<file path="src/cpu_clock_source_select_defines.vh">
// Function
// - on internal clock, X1 stops only via main osc stop bit 7
// - fastest instruction takes two cpu clock periods
// - main system clock is X1 or internal clock per select bit
// - internal osc stop acts only if mask allows and X1/subsystem drives cpu
// - internal osc mode register takes bit and byte writes
// - internal osc mode bit 0: 0 runs, 1 stops oscillator
// - main clock bit 1 read-only: 0 internal, 1 X1 drives cpu
// - main clock bit 0 selects cpu source: 0 internal, 1 X1
// - main clock register takes bit and byte writes; status ignores writes
// - with internal clock selected, peripherals run from internal oscillator output
// - divider gives main clock /1..16 or subsystem/2; internal allows only /1, /2
`ifndef CPU_CLOCK_SOURCE_SELECT_DEFINES_VH
`define CPU_CLOCK_SOURCE_SELECT_DEFINES_VH
`define ADDR_INTERNAL_OSC_MODE 16'hFFA0
`define ADDR_MAIN_CLOCK_SELECT 16'hFFA1
`define ADDR_MAIN_OSC_CONTROL 16'hFFA2
`define ADDR_PROCESSOR_CLOCK_CONTROL 16'hFFFB
`define RST_INTERNAL_OSC_MODE 8'h00
`define RST_MAIN_CLOCK_SELECT 8'h00
`define RST_MAIN_OSC_CONTROL 8'h00
`define RST_PROCESSOR_CLOCK_CONTROL 8'h00
`define BIT_INTERNAL_OSC_STOP 0
`define BIT_CPU_SOURCE_SELECT 0
`define BIT_CPU_ON_X1_STATUS 1
`define BIT_X1_OSC_STOP 7
`define BIT_X1_STOP_BY_PROC 7
`define BIT_SUB_FB_OFF 6
`define BIT_CPU_ON_SUB_STATUS 5
`define BIT_SUBSYSTEM_SELECT 4
`define BIT_PROC_RESERVED 3
`define DIV_HI 2
`define DIV_LO 0
`define DIV_MAX 3'h4
`define DIV_INTERNAL_MAX 3'h1
`define SWITCH_SETTLE_CYCLES 4'h3
`define INSTR_MIN_CPU_CYCLES 2
`endif

</file>
<file path="src/cpu_clock_source_select.v">
`timescale 1ns/1ps
`default_nettype none
`include "cpu_clock_source_select_defines.vh"
module cpu_clock_source_select (
	input wire i_clk,
	input wire i_nrst,
	input wire [15:0] i_addr,
	input wire [7:0] i_wdata,
	input wire i_wr,
	input wire i_rd,
	input wire i_x1_clk_tick,
	input wire i_int_osc_tick,
	input wire i_sub_clk_tick,
	input wire i_int_osc_sw_stoppable,
	output reg [7:0] o_rdata,
	output reg o_cpu_clk_en,
	output reg o_instr_done,
	output reg o_periph_clk_en,
	output reg o_periph_on_internal,
	output reg o_x1_osc_stop,
	output reg o_internal_osc_stop,
	output reg o_sub_feedback_resistor_off
);
	localparam ST_IDLE = 2'h0;
	localparam ST_SETTLE = 2'h1;
	// pin order: mask option, subsystem, internal, X1
	wire [3:0] pin_raw;
	wire [3:0] pin_s;
	wire [2:0] pin_rise;
	reg [2:0] prev_pin_q;
	reg internal_osc_stop_q;
	reg cpu_source_select_bit_q;
	reg cpu_on_x1_status_q;
	reg x1_osc_stop_q;
	reg x1_stop_by_processor_reg_q;
	reg sub_feedback_resistor_off_q;
	reg subsystem_clock_select_q;
	reg cpu_on_subsystem_status_q;
	reg [2:0] div_sel_q;
	reg [1:0] state_q;
	reg [3:0] settle_q;
	reg [15:0] div_cnt_q;
	reg [15:0] div_cnt_d;
	reg instr_phase_q;
	reg [2:0] eff_div;
	reg [15:0] div_mask;
	reg x1_stop_d;
	reg [7:0] rdata_d;
	assign pin_raw = {i_int_osc_sw_stoppable, i_sub_clk_tick, i_int_osc_tick, i_x1_clk_tick};
	wire stoppable_s = pin_s[3];
	wire x1_rise = pin_rise[0];
	wire int_rise = pin_rise[1];
	wire sub_rise = pin_rise[2];
	wire wr_int_mode = i_wr & (i_addr == `ADDR_INTERNAL_OSC_MODE);
	wire wr_main_sel = i_wr & (i_addr == `ADDR_MAIN_CLOCK_SELECT);
	wire wr_main_osc = i_wr & (i_addr == `ADDR_MAIN_OSC_CONTROL);
	wire wr_proc_ctrl = i_wr & (i_addr == `ADDR_PROCESSOR_CLOCK_CONTROL);
	// settled source: internal when neither X1 nor subsystem status is set
	wire on_internal = ~cpu_on_x1_status_q & ~cpu_on_subsystem_status_q;
	wire main_rise = cpu_on_x1_status_q ? x1_rise : int_rise;
	wire src_rise = cpu_on_subsystem_status_q ? sub_rise : main_rise;
	// a request differs from the settled status
	wire switch_req = (cpu_source_select_bit_q != cpu_on_x1_status_q) ||
		(subsystem_clock_select_q != cpu_on_subsystem_status_q);
	wire settle_done = (settle_q == 4'h0);
	wire div_wrap = (div_cnt_q >= div_mask);
	// two-flop synchronisers, one per pin
	// clock levels are slow, so a level sample loses no edge
	genvar g;
	generate
		for (g = 0; g < 4; g = g + 1)
		begin : g_sync
			reg [1:0] sync_q;
			always @(posedge i_clk or negedge i_nrst)
			begin
				if (!i_nrst)
					sync_q <= 2'h0;
				else
					sync_q <= {sync_q[0], pin_raw[g]};
			end
			assign pin_s[g] = sync_q[1];
		end
	endgenerate
	// rising edges of the three clock levels
	// low after reset, matching the idle pin level
	always @(posedge i_clk or negedge i_nrst)
	begin
		if (!i_nrst)
			prev_pin_q <= 3'h0;
		else
			prev_pin_q <= pin_s[2:0];
	end
	assign pin_rise = pin_s[2:0] & ~prev_pin_q;
	// divider ratio after clamping
	always @*
	begin
		eff_div = div_sel_q;
		if (eff_div > `DIV_MAX)
			eff_div = `DIV_MAX;
		if (on_internal && eff_div > `DIV_INTERNAL_MAX)
			eff_div = `DIV_INTERNAL_MAX;
		if (cpu_on_subsystem_status_q)
			eff_div = 3'h1;
		div_mask = (16'h0001 << eff_div) - 16'h0001;
	end
	// divider count, advanced on each source edge
	always @*
	begin
		div_cnt_d = div_cnt_q;
		if (src_rise)
			div_cnt_d = div_wrap ? 16'h0000 : div_cnt_q + 16'h0001;
	end
	// X1 stop source depends on the settled cpu clock
	always @*
	begin
		if (on_internal)
			x1_stop_d = x1_osc_stop_q;
		else if (cpu_on_subsystem_status_q)
			x1_stop_d = x1_stop_by_processor_reg_q;
		else
			x1_stop_d = 1'b0;
	end
	// read mux, zero outside a read
	always @*
	begin
		rdata_d = 8'h00;
		if (i_rd)
		begin
			case (i_addr)
				`ADDR_INTERNAL_OSC_MODE:
					rdata_d = {7'h00, internal_osc_stop_q};
				`ADDR_MAIN_CLOCK_SELECT:
					rdata_d = {6'h00, cpu_on_x1_status_q, cpu_source_select_bit_q};
				`ADDR_MAIN_OSC_CONTROL:
					rdata_d = {x1_osc_stop_q, 7'h00};
				`ADDR_PROCESSOR_CLOCK_CONTROL:
					rdata_d = {x1_stop_by_processor_reg_q, sub_feedback_resistor_off_q,
						cpu_on_subsystem_status_q, subsystem_clock_select_q,
						1'b0, div_sel_q};
				default:
					rdata_d = 8'h00;
			endcase
		end
	end
	// internal osc mode: stop bit honoured only off the internal clock
	// forced clear keeps a stale stop from killing the running cpu clock
	always @(posedge i_clk or negedge i_nrst)
	begin
		if (!i_nrst)
			internal_osc_stop_q <= 1'b0;
		else if (wr_int_mode && stoppable_s && !on_internal)
			internal_osc_stop_q <= i_wdata[`BIT_INTERNAL_OSC_STOP];
		else if (on_internal)
			internal_osc_stop_q <= 1'b0;
	end
	// main clock select; the status bit is never written
	always @(posedge i_clk or negedge i_nrst)
	begin
		if (!i_nrst)
			cpu_source_select_bit_q <= 1'b0;
		else if (wr_main_sel)
			cpu_source_select_bit_q <= i_wdata[`BIT_CPU_SOURCE_SELECT];
	end
	// main osc control: X1 stop bit
	always @(posedge i_clk or negedge i_nrst)
	begin
		if (!i_nrst)
			x1_osc_stop_q <= 1'b0;
		else if (wr_main_osc)
			x1_osc_stop_q <= i_wdata[`BIT_X1_OSC_STOP];
	end
	// processor clock control: X1 stop, feedback resistor, subsystem select, divider
	always @(posedge i_clk or negedge i_nrst)
	begin
		if (!i_nrst)
		begin
			x1_stop_by_processor_reg_q <= 1'b0;
			sub_feedback_resistor_off_q <= 1'b0;
			subsystem_clock_select_q <= 1'b0;
			div_sel_q <= 3'h0;
		end
		else if (wr_proc_ctrl)
		begin
			x1_stop_by_processor_reg_q <= i_wdata[`BIT_X1_STOP_BY_PROC];
			sub_feedback_resistor_off_q <= i_wdata[`BIT_SUB_FB_OFF];
			subsystem_clock_select_q <= i_wdata[`BIT_SUBSYSTEM_SELECT];
			div_sel_q <= i_wdata[`DIV_HI:`DIV_LO];
		end
	end
	// source switch: gate cpu clock, settle, then update status
	// status moves only after settle, so the mux never sees a runt pulse
	always @(posedge i_clk or negedge i_nrst)
	begin
		if (!i_nrst)
		begin
			state_q <= ST_IDLE;
			settle_q <= 4'h0;
			cpu_on_x1_status_q <= 1'b0;
			cpu_on_subsystem_status_q <= 1'b0;
		end
		else
		begin
			case (state_q)
				ST_IDLE:
				begin
					if (switch_req)
					begin
						state_q <= ST_SETTLE;
						settle_q <= `SWITCH_SETTLE_CYCLES;
					end
				end
				ST_SETTLE:
				begin
					if (settle_done)
					begin
						cpu_on_x1_status_q <= cpu_source_select_bit_q;
						cpu_on_subsystem_status_q <= subsystem_clock_select_q;
						state_q <= ST_IDLE;
					end
					else
						settle_q <= settle_q - 4'h1;
				end
				default:
					state_q <= ST_IDLE;
			endcase
		end
	end
	// divider and cpu clock enable, silent while switching
	always @(posedge i_clk or negedge i_nrst)
	begin
		if (!i_nrst)
		begin
			div_cnt_q <= 16'h0000;
			o_cpu_clk_en <= 1'b0;
		end
		else
		begin
			div_cnt_q <= div_cnt_d;
			o_cpu_clk_en <= (state_q == ST_IDLE) && src_rise && div_wrap;
		end
	end
	// instruction end on every second cpu clock
	always @(posedge i_clk or negedge i_nrst)
	begin
		if (!i_nrst)
		begin
			instr_phase_q <= 1'b0;
			o_instr_done <= 1'b0;
		end
		else
		begin
			if (o_cpu_clk_en)
				instr_phase_q <= ~instr_phase_q;
			o_instr_done <= o_cpu_clk_en & instr_phase_q;
		end
	end
	// peripheral clock follows the main system clock
	always @(posedge i_clk or negedge i_nrst)
	begin
		if (!i_nrst)
			o_periph_clk_en <= 1'b0;
		else
			o_periph_clk_en <= main_rise;
	end
	// peripherals flagged as running from the internal oscillator
	always @(posedge i_clk or negedge i_nrst)
	begin
		if (!i_nrst)
			o_periph_on_internal <= 1'b1;
		else
			o_periph_on_internal <= ~cpu_on_x1_status_q;
	end
	// X1 oscillator stop
	always @(posedge i_clk or negedge i_nrst)
	begin
		if (!i_nrst)
			o_x1_osc_stop <= 1'b0;
		else
			o_x1_osc_stop <= x1_stop_d;
	end
	// internal oscillator stop and feedback resistor
	always @(posedge i_clk or negedge i_nrst)
	begin
		if (!i_nrst)
		begin
			o_internal_osc_stop <= 1'b0;
			o_sub_feedback_resistor_off <= 1'b0;
		end
		else
		begin
			o_internal_osc_stop <= internal_osc_stop_q;
			o_sub_feedback_resistor_off <= sub_feedback_resistor_off_q;
		end
	end
	// read data, one cycle after the read strobe
	always @(posedge i_clk or negedge i_nrst)
	begin
		if (!i_nrst)
			o_rdata <= 8'h00;
		else
			o_rdata <= rdata_d;
	end
endmodule // cpu_clock_source_select
`default_nettype wire

</file>
<file path="config.mk">
export PLATFORM = sky130hd
export DESIGN_NAME = cpu_clock_source_select
export DESIGN_NICKNAME = d
export VERILOG_FILES = /design/src/cpu_clock_source_select.v
export VERILOG_INCLUDE_DIRS = /design/src
export SDC_FILE = /design/constraint.sdc
export NUM_CORES = 1
export LEC_CHECK = 0
export BUFFER_PORTS_ARGS = -buffer_cell sky130_fd_sc_hd__buf_2
export CAP_MARGIN = 30
export CORE_MARGIN = 10
export CORE_UTILIZATION = 30
export CTS_BUF_LIST = sky130_fd_sc_hd__clkbuf_4 sky130_fd_sc_hd__clkbuf_8 sky130_fd_sc_hd__clkbuf_16
export DETAILED_ROUTE_END_ITERATION = 6
export GPL_ROUTABILITY_DRIVEN = 0
export PLACE_DENSITY = 0.6
export SYNTH_ARGS = -nofsm -noshare
export SYNTH_HDL_FRONTEND = slang
export SYNTH_SLANG_ARGS = --single-unit
</file>
<file path="constraint.sdc">
create_clock -name i_clk -period 2.64 [get_ports i_clk]
set_clock_uncertainty 0.05 [all_clocks]
set_input_delay 0 -clock i_clk [delete_from_list [all_inputs] [get_ports i_clk]]
set_output_delay 0 -clock i_clk [all_outputs]
set_load 0.05 [all_outputs]
</file>
==> results of run 1 <==
what timing repair did:
| item | 4_1_cts | 5_1_grt |
|---|---|---|
| buffers inserted | 1 | 3 |
| pin swaps | 4 | 21 |
| hold endpoints to repair | 43 | 0 |
| gates resized for setup | 5 | 24 |
| endpoints found under the setup margin | 12 | 12 |
| hold buffers | 15 | 0 |
Yosys cell counts, types with 2 or more instances:
cell      count  area, µm²
nand3_1       7      35.03
or3_1         2      12.51
nor2_1       25      93.84
a31oi_1       3      18.77
ha_1         12      150.1
nand2b_1      2      12.51
o21ai_0      11      55.05
xor2_1        4      35.03
a22o_1        6      52.55
nor3_1        5      25.02
nor4_1        3      18.77
a21oi_1       6      30.03
nand4_1       5      31.28
and2_1        7      43.79
mux2_2       11      123.9
nand2_1      11      41.29
conb_1        2      7.510
nand3b_1      3      22.52
nor2b_1       5      31.28
inv_1         8      30.03
a211o_1       3      26.28
a22oi_1       2      15.01
and3_1        9      56.30
dfrtp_1      57       1426
final cells by class:
class                   count  area share, %
flip-flops and latches     58          41.42
multi-input cells         162          33.25
repair buffers             77          14.91
clock buffers              10          3.924
well taps                 105          3.746
clock inverters             6          1.891
inverters                   8         0.8562
flip-flops by register name, indices dropped and copies added (netlist names), 3 cells and up:
register	count
div_cnt_q	16
g_sync.sync_q	8
o_rdata	7
settle_q	4
div_sel_q	3
prev_pin_q	3
layer usage:
metal	GRT usage, %	part of all wire, %	vias to the layer above
li1	-	-	1001
met3	3.962	4.1	8
met1	10.93	45	960
met4	3.046	1.5	0
met2	14.63	49	30
met5	0	0	-
how the worst min path moves through the flow:
stage / endpoint / cells past startpoint / startpoint
final: o_rdata[1] / 3 / i_addr[0]
after global routing: o_rdata[1] / 3 / i_addr[0]
after CTS: o_rdata[1] / 3 / i_addr[0]
after detailed placement: o_instr_done / 1 / i_nrst
after global placement: o_instr_done / 1 / i_nrst
after floorplan: cpu_on_subsystem_status_q / 0 / i_nrst
cells by family (layout without fill, tap and decap cells):
group | count (synthesis) | in the layout
compound gates | 41 | 41
xor+xnor | 4 | 4
fa+ha+maj | 12 | 12
buf+inv | 12 | 101
flops | 58 | 58
mux | 12 | 12
other cells | 2 | 3
simple gates | 90 | 90
critical path, cell delays in order (launching register included):
cell and delay (ps):
dfrtp_1 390, nor2_2 130, buf_4 130, a211oi_2 50, ha_2 210, buf_4 130, o21a_1 180, ha_1 260
nand4_1 80, o311ai_1 300, buf_4 200, buf_6 110, nor4_4 30, a211o_1 270
power groups by stage:
stage	combinational (mW)	clock (mW)	sequential, mW
after floorplan	0.228	0	1.04
after global placement	0.371	0	1.04
after detailed placement	0.385	0	1.04
after CTS	0.404	0.847	1.02
after global routing	0.520	0.892	1.04
final	0.460	0.821	1.03
==> flow_summary.yaml, run 1 <==
yosys:
  synth_top_family_by_area: "simple AND/OR/NAND/NOR gates"
  synth.distinct_cells: 46
  synth_compound_area_share_pct: 10.85
  synth_cells: 231
  ys_seq_elements: 58
  synth_mux_area_share_pct: 5.159
  synthAdderAreaFrac_pct: 5.786
  synth_edf_count: 0
  synth_ff_type: "dfrtp_1"
  seq_area_frac_synth_pct: 55.98
  synth_xor_area_share_pct: 1.350
  syn_area_per_cell_um2: 11.23
  async_flop_share_pct: 100.0
  netlist_area_mm2: 0.002595
  yosys_warnings: 0
  synth-simple-area-share_pct: 18.66
sta:
  rsz0062_at_grt: "yes"
  hold_ws_ps: 41.13
  slew_headroom_pct: 63.20
  hold_violations: 0
  layout_setup_ws_ps: -17.03
  finalCritPeriodShare_pct: 100.6
  setup_viol: 3
  report.final.slew_viol_count: 0
  clock.fmax_ghz: 0.3764
  tightest_slew_ps: 551.9
  fin_crit_ps: 2657
  setup_tns_ps: -28.94
worst_setup_path:
  required_ps: 2810
  path_max_fanout: 5
  critPathCaptureType: "register"
  arrival_ps: 2830
  cp-endpoint: "div_cnt_q[5]"
  cp-start-kind: "register"
  worst-r2r-setup-slack_ps: -20
  r2r_end: "div_cnt_q[5]"
  r2r_start: "div_sel_q[1]"
  worstRegToRegCells: 13
  crit_type: "register to register"
  startpoint: "div_sel_q[1]"
power:
  p_total_mw: 2.306
  pwr-share-clk_pct: 35.6
  p_switching_mw: 0.6581
  combPwrFrac_pct: 19.9
  switching_share_pct: 28.54
  leakage_nw: 1.719
  power_density_mw_per_mm2: 657.4
  intPower_mw: 1.647
  ir_drop_uv: 360.1
  seqPwrFrac_pct: 44.5
cells_and_area:
  layout.cells.non_filler: 426
  fin_nets: 360
  layout_common_cells: "dfrtp_1 (57), buf_2 (43), nor2_1 (18), dlygate4sd3_1 (15), buf_4 (15)"
  seq_area_mm2: 0.001453
  post_route_cells_drive_above_1_share_pct: 33.96
  multi_input_area_mm2: 0.001166
  diodes: 0
  layout_commonest_cell: "dfrtp_1"
  design_area_mm2: 0.003507
  area_growth_pct: 35.15
  final_util_pct: 42.26
  n_fill_cell: 766
placement:
  port_buffers: 43
  post_dp_cell_area_mm2: 0.003038
  hpwlAfterDp_mm: 4.174
  place_inst: 391
  pre_cts_ws_ps: -124.0
floorplan:
  dieArea_mm2: 0.01277
  initial_utilization_pct: 31.27
  core-area_mm2: 0.008299
  die_h_um: 113.0
  ioPinCount: 47
  die_w_um: 113.0
  num_rows: 33
clock_tree:
  htreeDepth: 3
  cts_made_buffers: 9
  cts_tree: "done"
  cts_sinks: 58
  clk_pin_slew_ps: 70
  root_buffer: "clkbuf_8"
  worstSkewPairLatency_ps: 340
  clockBufferDepth: 2
global_routing:
  grt_first_pass_wirelength_mm: 9.584
  track_usage_pct: 9.210
  grt_pass1_vias: 1946
  grt_max_degree: 36
  grt-ovfl-total: 0
  antenna_found_initial: 0
drt:
  drt-initial-drc-count: 24
  viasPerCell: 4.692
  ant_nets: 0
  first_pass_iters: 4
  vias: 1999
  avgRoutedWirePerCell_um: 13.24
  wl_mm: 5.641
  drc_errors: 0
min_path:
  hold_path_class: "primary input to register"
run_status:
  failed_checks: "negative setup slack"
  status: "finished, violations left"
job:
  maxCapViolations: 0
(Power assumes the default switching activity.)
==> inputs of run 2 (changes only) <==
--- a/config.mk
+++ b/config.mk
@@ -9,11 +9,11 @@
 export BUFFER_PORTS_ARGS = -buffer_cell sky130_fd_sc_hd__buf_2
 export CAP_MARGIN = 30
 export CORE_MARGIN = 10
-export CORE_UTILIZATION = 30
+export CORE_UTILIZATION = 50
 export CTS_BUF_LIST = sky130_fd_sc_hd__clkbuf_4 sky130_fd_sc_hd__clkbuf_8 sky130_fd_sc_hd__clkbuf_16
 export DETAILED_ROUTE_END_ITERATION = 6
 export GPL_ROUTABILITY_DRIVEN = 0
-export PLACE_DENSITY = 0.6
+export PLACE_DENSITY = 0.86
 export SYNTH_ARGS = -nofsm -noshare
 export SYNTH_HDL_FRONTEND = slang
 export SYNTH_SLANG_ARGS = --single-unit
==> flow_summary.yaml, run 2 (synthesized netlist as in run 1, its figures left out) <==
clock_tree:
  clk_pin_slew_ps: 60
  cts_made_buffers: 9
  cts_sinks: 58
  clockBufferDepth: 2
  worstSkewPairLatency_ps: 330
  cts_tree: "done"
  root_buffer: "clkbuf_8"
  htreeDepth: 3
min_path:
  hold_depth: 3
  hold_path_class: "primary input to register"
  min_from: "i_wr"
power:
  p_switching_mw: 0.6329
  pwr-share-clk_pct: 34.5
  ir_drop_uv: 498.3
  leakage_nw: 1.699
  combPwrFrac_pct: 20.6
  seqPwrFrac_pct: 44.8
  switching_share_pct: 27.64
  power_density_mw_per_mm2: 668.2
  intPower_mw: 1.657
job:
  maxCapViolations: 0
sta:
  rsz0062_at_grt: "yes"
  finalCritPeriodShare_pct: 101.3
  clock.fmax_ghz: 0.3740
  slew_headroom_pct: 64.92
  layout_setup_ws_ps: -34.11
  hold_ws_ps: 25.87
  setup_viol: 10
  tightest_slew_ps: 524.7
  hold_violations: 0
  report.final.slew_viol_count: 0
  setup_tns_ps: -182.8
  fin_crit_ps: 2674
cells_and_area:
  largest_reg_flops: 16
  n_fill_cell: 359
  top_regs: "div_cnt_q (16), g_sync.sync_q (8), o_rdata (7)"
  post_route_cells_drive_above_1_share_pct: 33.76
  regMostFlops: "div_cnt_q"
  layout_common_cells: "dfrtp_1 (57), buf_2 (43), nor2_1 (17), dlygate4sd3_1 (15)"
  fin_nets: 354
  design_area_mm2: 0.003427
  layout_commonest_cell: "dfrtp_1"
  area_growth_pct: 32.06
  layout.cells.non_filler: 385
floorplan:
  die_w_um: 92.04
  die_h_um: 92.04
  initial_utilization_pct: 51.13
  dieArea_mm2: 0.008471
  num_rows: 26
  ioPinCount: 47
  core-area_mm2: 0.005075
worst_setup_path:
  worstRegToRegCells: 13
  critPathCaptureType: "register"
  startpoint: "div_sel_q[2]"
  arrival_ps: 2900
  required_ps: 2860
  cp-start-kind: "register"
  r2r_start: "div_sel_q[2]"
  path_max_fanout: 5
  crit_type: "register to register"
run_status:
  failed_checks: "negative setup slack"
  status: "finished, violations left"
global_routing:
  grt_pass1_vias: 2113
  track_usage_pct: 14.56
  grt_first_pass_wirelength_mm: 9.825
  grt-ovfl-total: 0
  grt_max_degree: 45
  antenna_found_initial: 1
placement:
  pre_cts_ws_ps: -131.2
  port_buffers: 43
  hpwlAfterDp_mm: 4.139
  post_dp_cell_area_mm2: 0.002972
  place_inst: 353
drt:
  drt-initial-drc-count: 96
  viasPerCell: 5.442
  vias: 2095
  first_pass_iters: 4
  avgRoutedWirePerCell_um: 15.61
  ant_nets: 0
  drc_errors: 0
  wl_mm: 6.010
## run 2: worst paths after layout
check | endpoint | slack, ps
worst max-delay path | div_cnt_q[3] | -30
worst min-delay path | cpu_source_select_bit_q | 30
worst max register to register | div_cnt_q[3] | -30
worst min register to register | g_sync[1].sync_q[1] | 300
max in group asynchronous | x1_osc_stop_q | 1400
min in group asynchronous | o_instr_done | 480
## run 2: final cells by class
type	count	area [µm²]	area share, %
Tap cell	70	87.58	2.556
Inverter	8	30.03	0.8762
Timing Repair Buffer	71	479.2	13.98
Sequential cell	58	1453	42.39
Clock inverter	3	40.04	1.168
Multi-Input combinational cell	162	1182	34.50
Clock buffer	12	152.6	4.454
Antenna cell	1	2.502	0.07302
## run 2: stage by stage
| step | power (mW) | util [%] |
|---|---|---|
| global route | 2.409 | 67.53 |
| finish | 2.290 | 67.53 |
| detailed placement | 1.419 | 58.56 |
| CTS | 2.250 | 65.66 |
| floorplan | 1.269 | - |
| global placement | 1.392 | 58.56 |
## run 2: what timing repair did
item	4_1_cts	5_1_grt
gates resized for setup	14	16
endpoints found under the hold margin	62	1
setup buffers	0	1
endpoints found under the setup margin	12	13
hold buffers	14	1
pin swaps	17	14
## run 2: layer usage
layer  vias to the layer above  GRT usage [%]  share of wire [%]
met2                        46          25.71                 55
met5                         -              0                  0
met1                      1048          14.90                 39
li1                        991              -                  -
met3                        10          5.623                4.7
met4                         0          6.555                1.5
## run 2: power groups by stage
stage / clock, mW / combinational (mW) / sequential, mW
6_report: 0.791 / 0.472 / 1.03
5_1_grt: 0.853 / 0.522 / 1.03
2_1_floorplan: 0 / 0.228 / 1.04
4_1_cts: 0.811 / 0.418 / 1.02
3_3_place_gp: 0 / 0.360 / 1.03
3_5_place_dp: 0 / 0.383 / 1.04
## run 2: critical path: stages (launching register included)
cell      delay, ps
dfrtp_1         400
nor2_2          170
buf_4           140
a211oi_2         60
ha_2            220
xor2_1          160
ha_1            290
a211o_1         250
a31oi_1         180
o311ai_2        100
buf_4           180
buf_4           150
o21ai_2         130
a22o_1          130
==> inputs of run 3 (changes only) <==
--- a/config.mk
+++ b/config.mk
@@ -7,7 +7,7 @@
 export NUM_CORES = 1
 export LEC_CHECK = 0
 export BUFFER_PORTS_ARGS = -buffer_cell sky130_fd_sc_hd__buf_2
-export CAP_MARGIN = 30
+export CORE_ASPECT_RATIO = 0.8
 export CORE_MARGIN = 10
 export CORE_UTILIZATION = 50
 export CTS_BUF_LIST = sky130_fd_sc_hd__clkbuf_4 sky130_fd_sc_hd__clkbuf_8 sky130_fd_sc_hd__clkbuf_16
==> flow_summary.yaml, run 3 (synthesized netlist as in run 1, its figures left out) <==
min_path:
  hold_path_class: "primary input to register"
  min_from: "i_addr[12]"
drt:
  viasPerCell: 5.420
  ant_nets: 0
  drc_errors: 0
  first_pass_iters: 4
  avgRoutedWirePerCell_um: 16.45
  drt-initial-drc-count: 89
  wl_mm: 6.236
  vias: 2054
sta:
  slew_headroom_pct: 27.41
  layout_setup_ws_ps: -149.1
  rsz0062_at_grt: "yes"
  fin_crit_ps: 2789
  setup_viol: 14
  tightest_slew_ps: 1089
  hold_violations: 0
  hold_ws_ps: 21.10
  report.final.slew_viol_count: 0
  finalCritPeriodShare_pct: 105.6
  clock.fmax_ghz: 0.3585
  setup_tns_ps: -1430
clock_tree:
  cts_tree: "done"
  clockBufferDepth: 2
  root_buffer: "clkbuf_8"
  clk_pin_slew_ps: 60
  htreeDepth: 3
  cts_made_buffers: 9
  worstSkewPairLatency_ps: 350
  cts_sinks: 58
floorplan:
  initial_utilization_pct: 51.82
  core-area_mm2: 0.005007
  dieArea_mm2: 0.008490
  num_rows: 23
  die_h_um: 84.44
  die_w_um: 100.5
  ioPinCount: 47
placement:
  pre_cts_ws_ps: -95.46
  place_inst: 343
  port_buffers: 43
  hpwlAfterDp_mm: 4.071
global_routing:
  busiest_layer: "met2"
  grt_pass1_vias: 2154
  met1_usage_pct: 18.11
  grt_use_met2_pct: 23.63
  met3_usage_pct: 5.569
  grt_max_degree: 51
  grt-ovfl-total: 0
  grt_first_pass_wirelength_mm: 10.28
  antenna_found_initial: 0
  track_usage_pct: 15.07
cells_and_area:
  layout_commonest_cell: "dfrtp_1"
  layout_common_cells: "dfrtp_1 (57), buf_2 (43), nor2_1 (20), dlygate4sd3_1 (16)"
  area_growth_pct: 32.93
  fin_nets: 356
  n_fill_cell: 347
  regMostFlops: "div_cnt_q"
  post_route_cells_drive_above_1_share_pct: 32.81
  diodes: 0
  top_regs: "div_cnt_q (16), g_sync.sync_q (8), o_rdata (7)"
  layout.cells.non_filler: 379
  final_util_pct: 68.89
  largest_reg_flops: 16
worst_setup_path:
  cp_top_family: "compound AO/OA/AOI/OAI gates"
  r2r_start: "div_sel_q[2]"
  required_ps: 2820
  critPathCaptureType: "register"
  cp-start-kind: "register"
  crit_type: "register to register"
  arrival_ps: 2970
  cp_slowest_stage_delay_ps: 390
  slowest_stage: "dfrtp_1"
  startpoint: "div_sel_q[2]"
  path_max_fanout: 6
  crit_buf_inv: 2
  path_cells: "buf_4 -> nor2_1 -> nand2_1 -> ha_2 -> xor2_1 -> ha_1 -> a211o_1 -> a31oi_4 -> o311ai_4 -> nor2_1 -> buf_4 -> mux2_2"
job:
  maxCapViolations: 0
run_status:
  status: "finished, violations left"
  failed_checks: "negative setup slack"
power:
  leakage_nw: 1.710
  power_density_mw_per_mm2: 684.9
  ir_drop_uv: 494.8
-- run 3: changes by cell type in the layout (fill, tap and decap cells not counted), moves of 2 or more --
| cell | change |
|---|---|
| o21ai_1 | +2 |
| clkinv_4 | +2 |
| nor2_2 | -2 |
| buf_6 | +3 |
| o21ai_2 | -2 |
| clkinvlp_4 | +2 |
| nor2_1 | +3 |
-- run 3: repair_timing --
| item | 4_1_cts | 5_1_grt |
|---|---|---|
| gates resized for setup | 6 | 27 |
| cloned | 1 | 0 |
| pin swaps | 1 | 11 |
| setup buffers | 0 | 3 |
| setup endpoints to repair | 12 | 14 |
| hold endpoints to repair | 68 | 0 |
| hold buffers | 16 | 0 |
-- run 3: report_power, final --
part | leakage, nW | switching, mW | internal, mW
clock | 0.0959 | 0.360 | 0.447
sequential | 0.769 | 0.0664 | 0.960
combinational | 0.845 | 0.282 | 0.247
-- run 3: final cells by class --
type,count,area [µm²],area share (%)
Clock buffer,10,131.4,3.808
Clock inverter,6,67.56,1.959
Inverter,8,30.03,0.8705
Multi-Input combinational cell,162,1195,34.64
Sequential cell,58,1453,42.11
Tap cell,62,77.57,2.249
Timing Repair Buffer,73,495.5,14.36
-- run 3: final timing paths --
| path | end | slack (ps) | cells after the start |
|---|---|---|---|
| worst min-delay path | o_rdata[0] | 20 | 5 |
| worst max-delay path | div_cnt_q[0] | -150 | 12 |
| worst max register to register | div_cnt_q[0] | -150 | 12 |
| min in group asynchronous | o_instr_done | 330 | 2 |
| max in group asynchronous | prev_pin_q[0] | 1450 | 3 |
| worst min register to register | g_sync[2].sync_q[1] | 300 | 0 |
-- run 3: worst register-to-register path, delay by kind of cell (launching register included) --
| kind | cells | cell delay (ps) |
|---|---|---|
| DFF | 1 | 390 |
| and+or+nand+nor | 3 | 330 |
| buffers and inverters | 2 | 320 |
| muxes | 1 | 260 |
| AOI/OAI and AO/OA | 3 | 630 |
| adders and majority gates | 2 | 570 |
| xor gates and xnor gates | 1 | 150 |
-- run 3: metal layers --
layer	up-vias	part of all wire (%)
li1	987	-
met1	1000	41
met2	53	51
met3	14	5.3
met4	0	2.6
met5	-	0
-- run 3: through the flow --
stage / total power, mW / instance area (µm²)
after floorplan: 1.269 / 2599
after global placement: 1.369 / 2947
after detailed placement: 1.396 / 2947
after CTS: 2.244 / 3334
after global routing: 2.491 / 3450
final: 2.363 / 3450
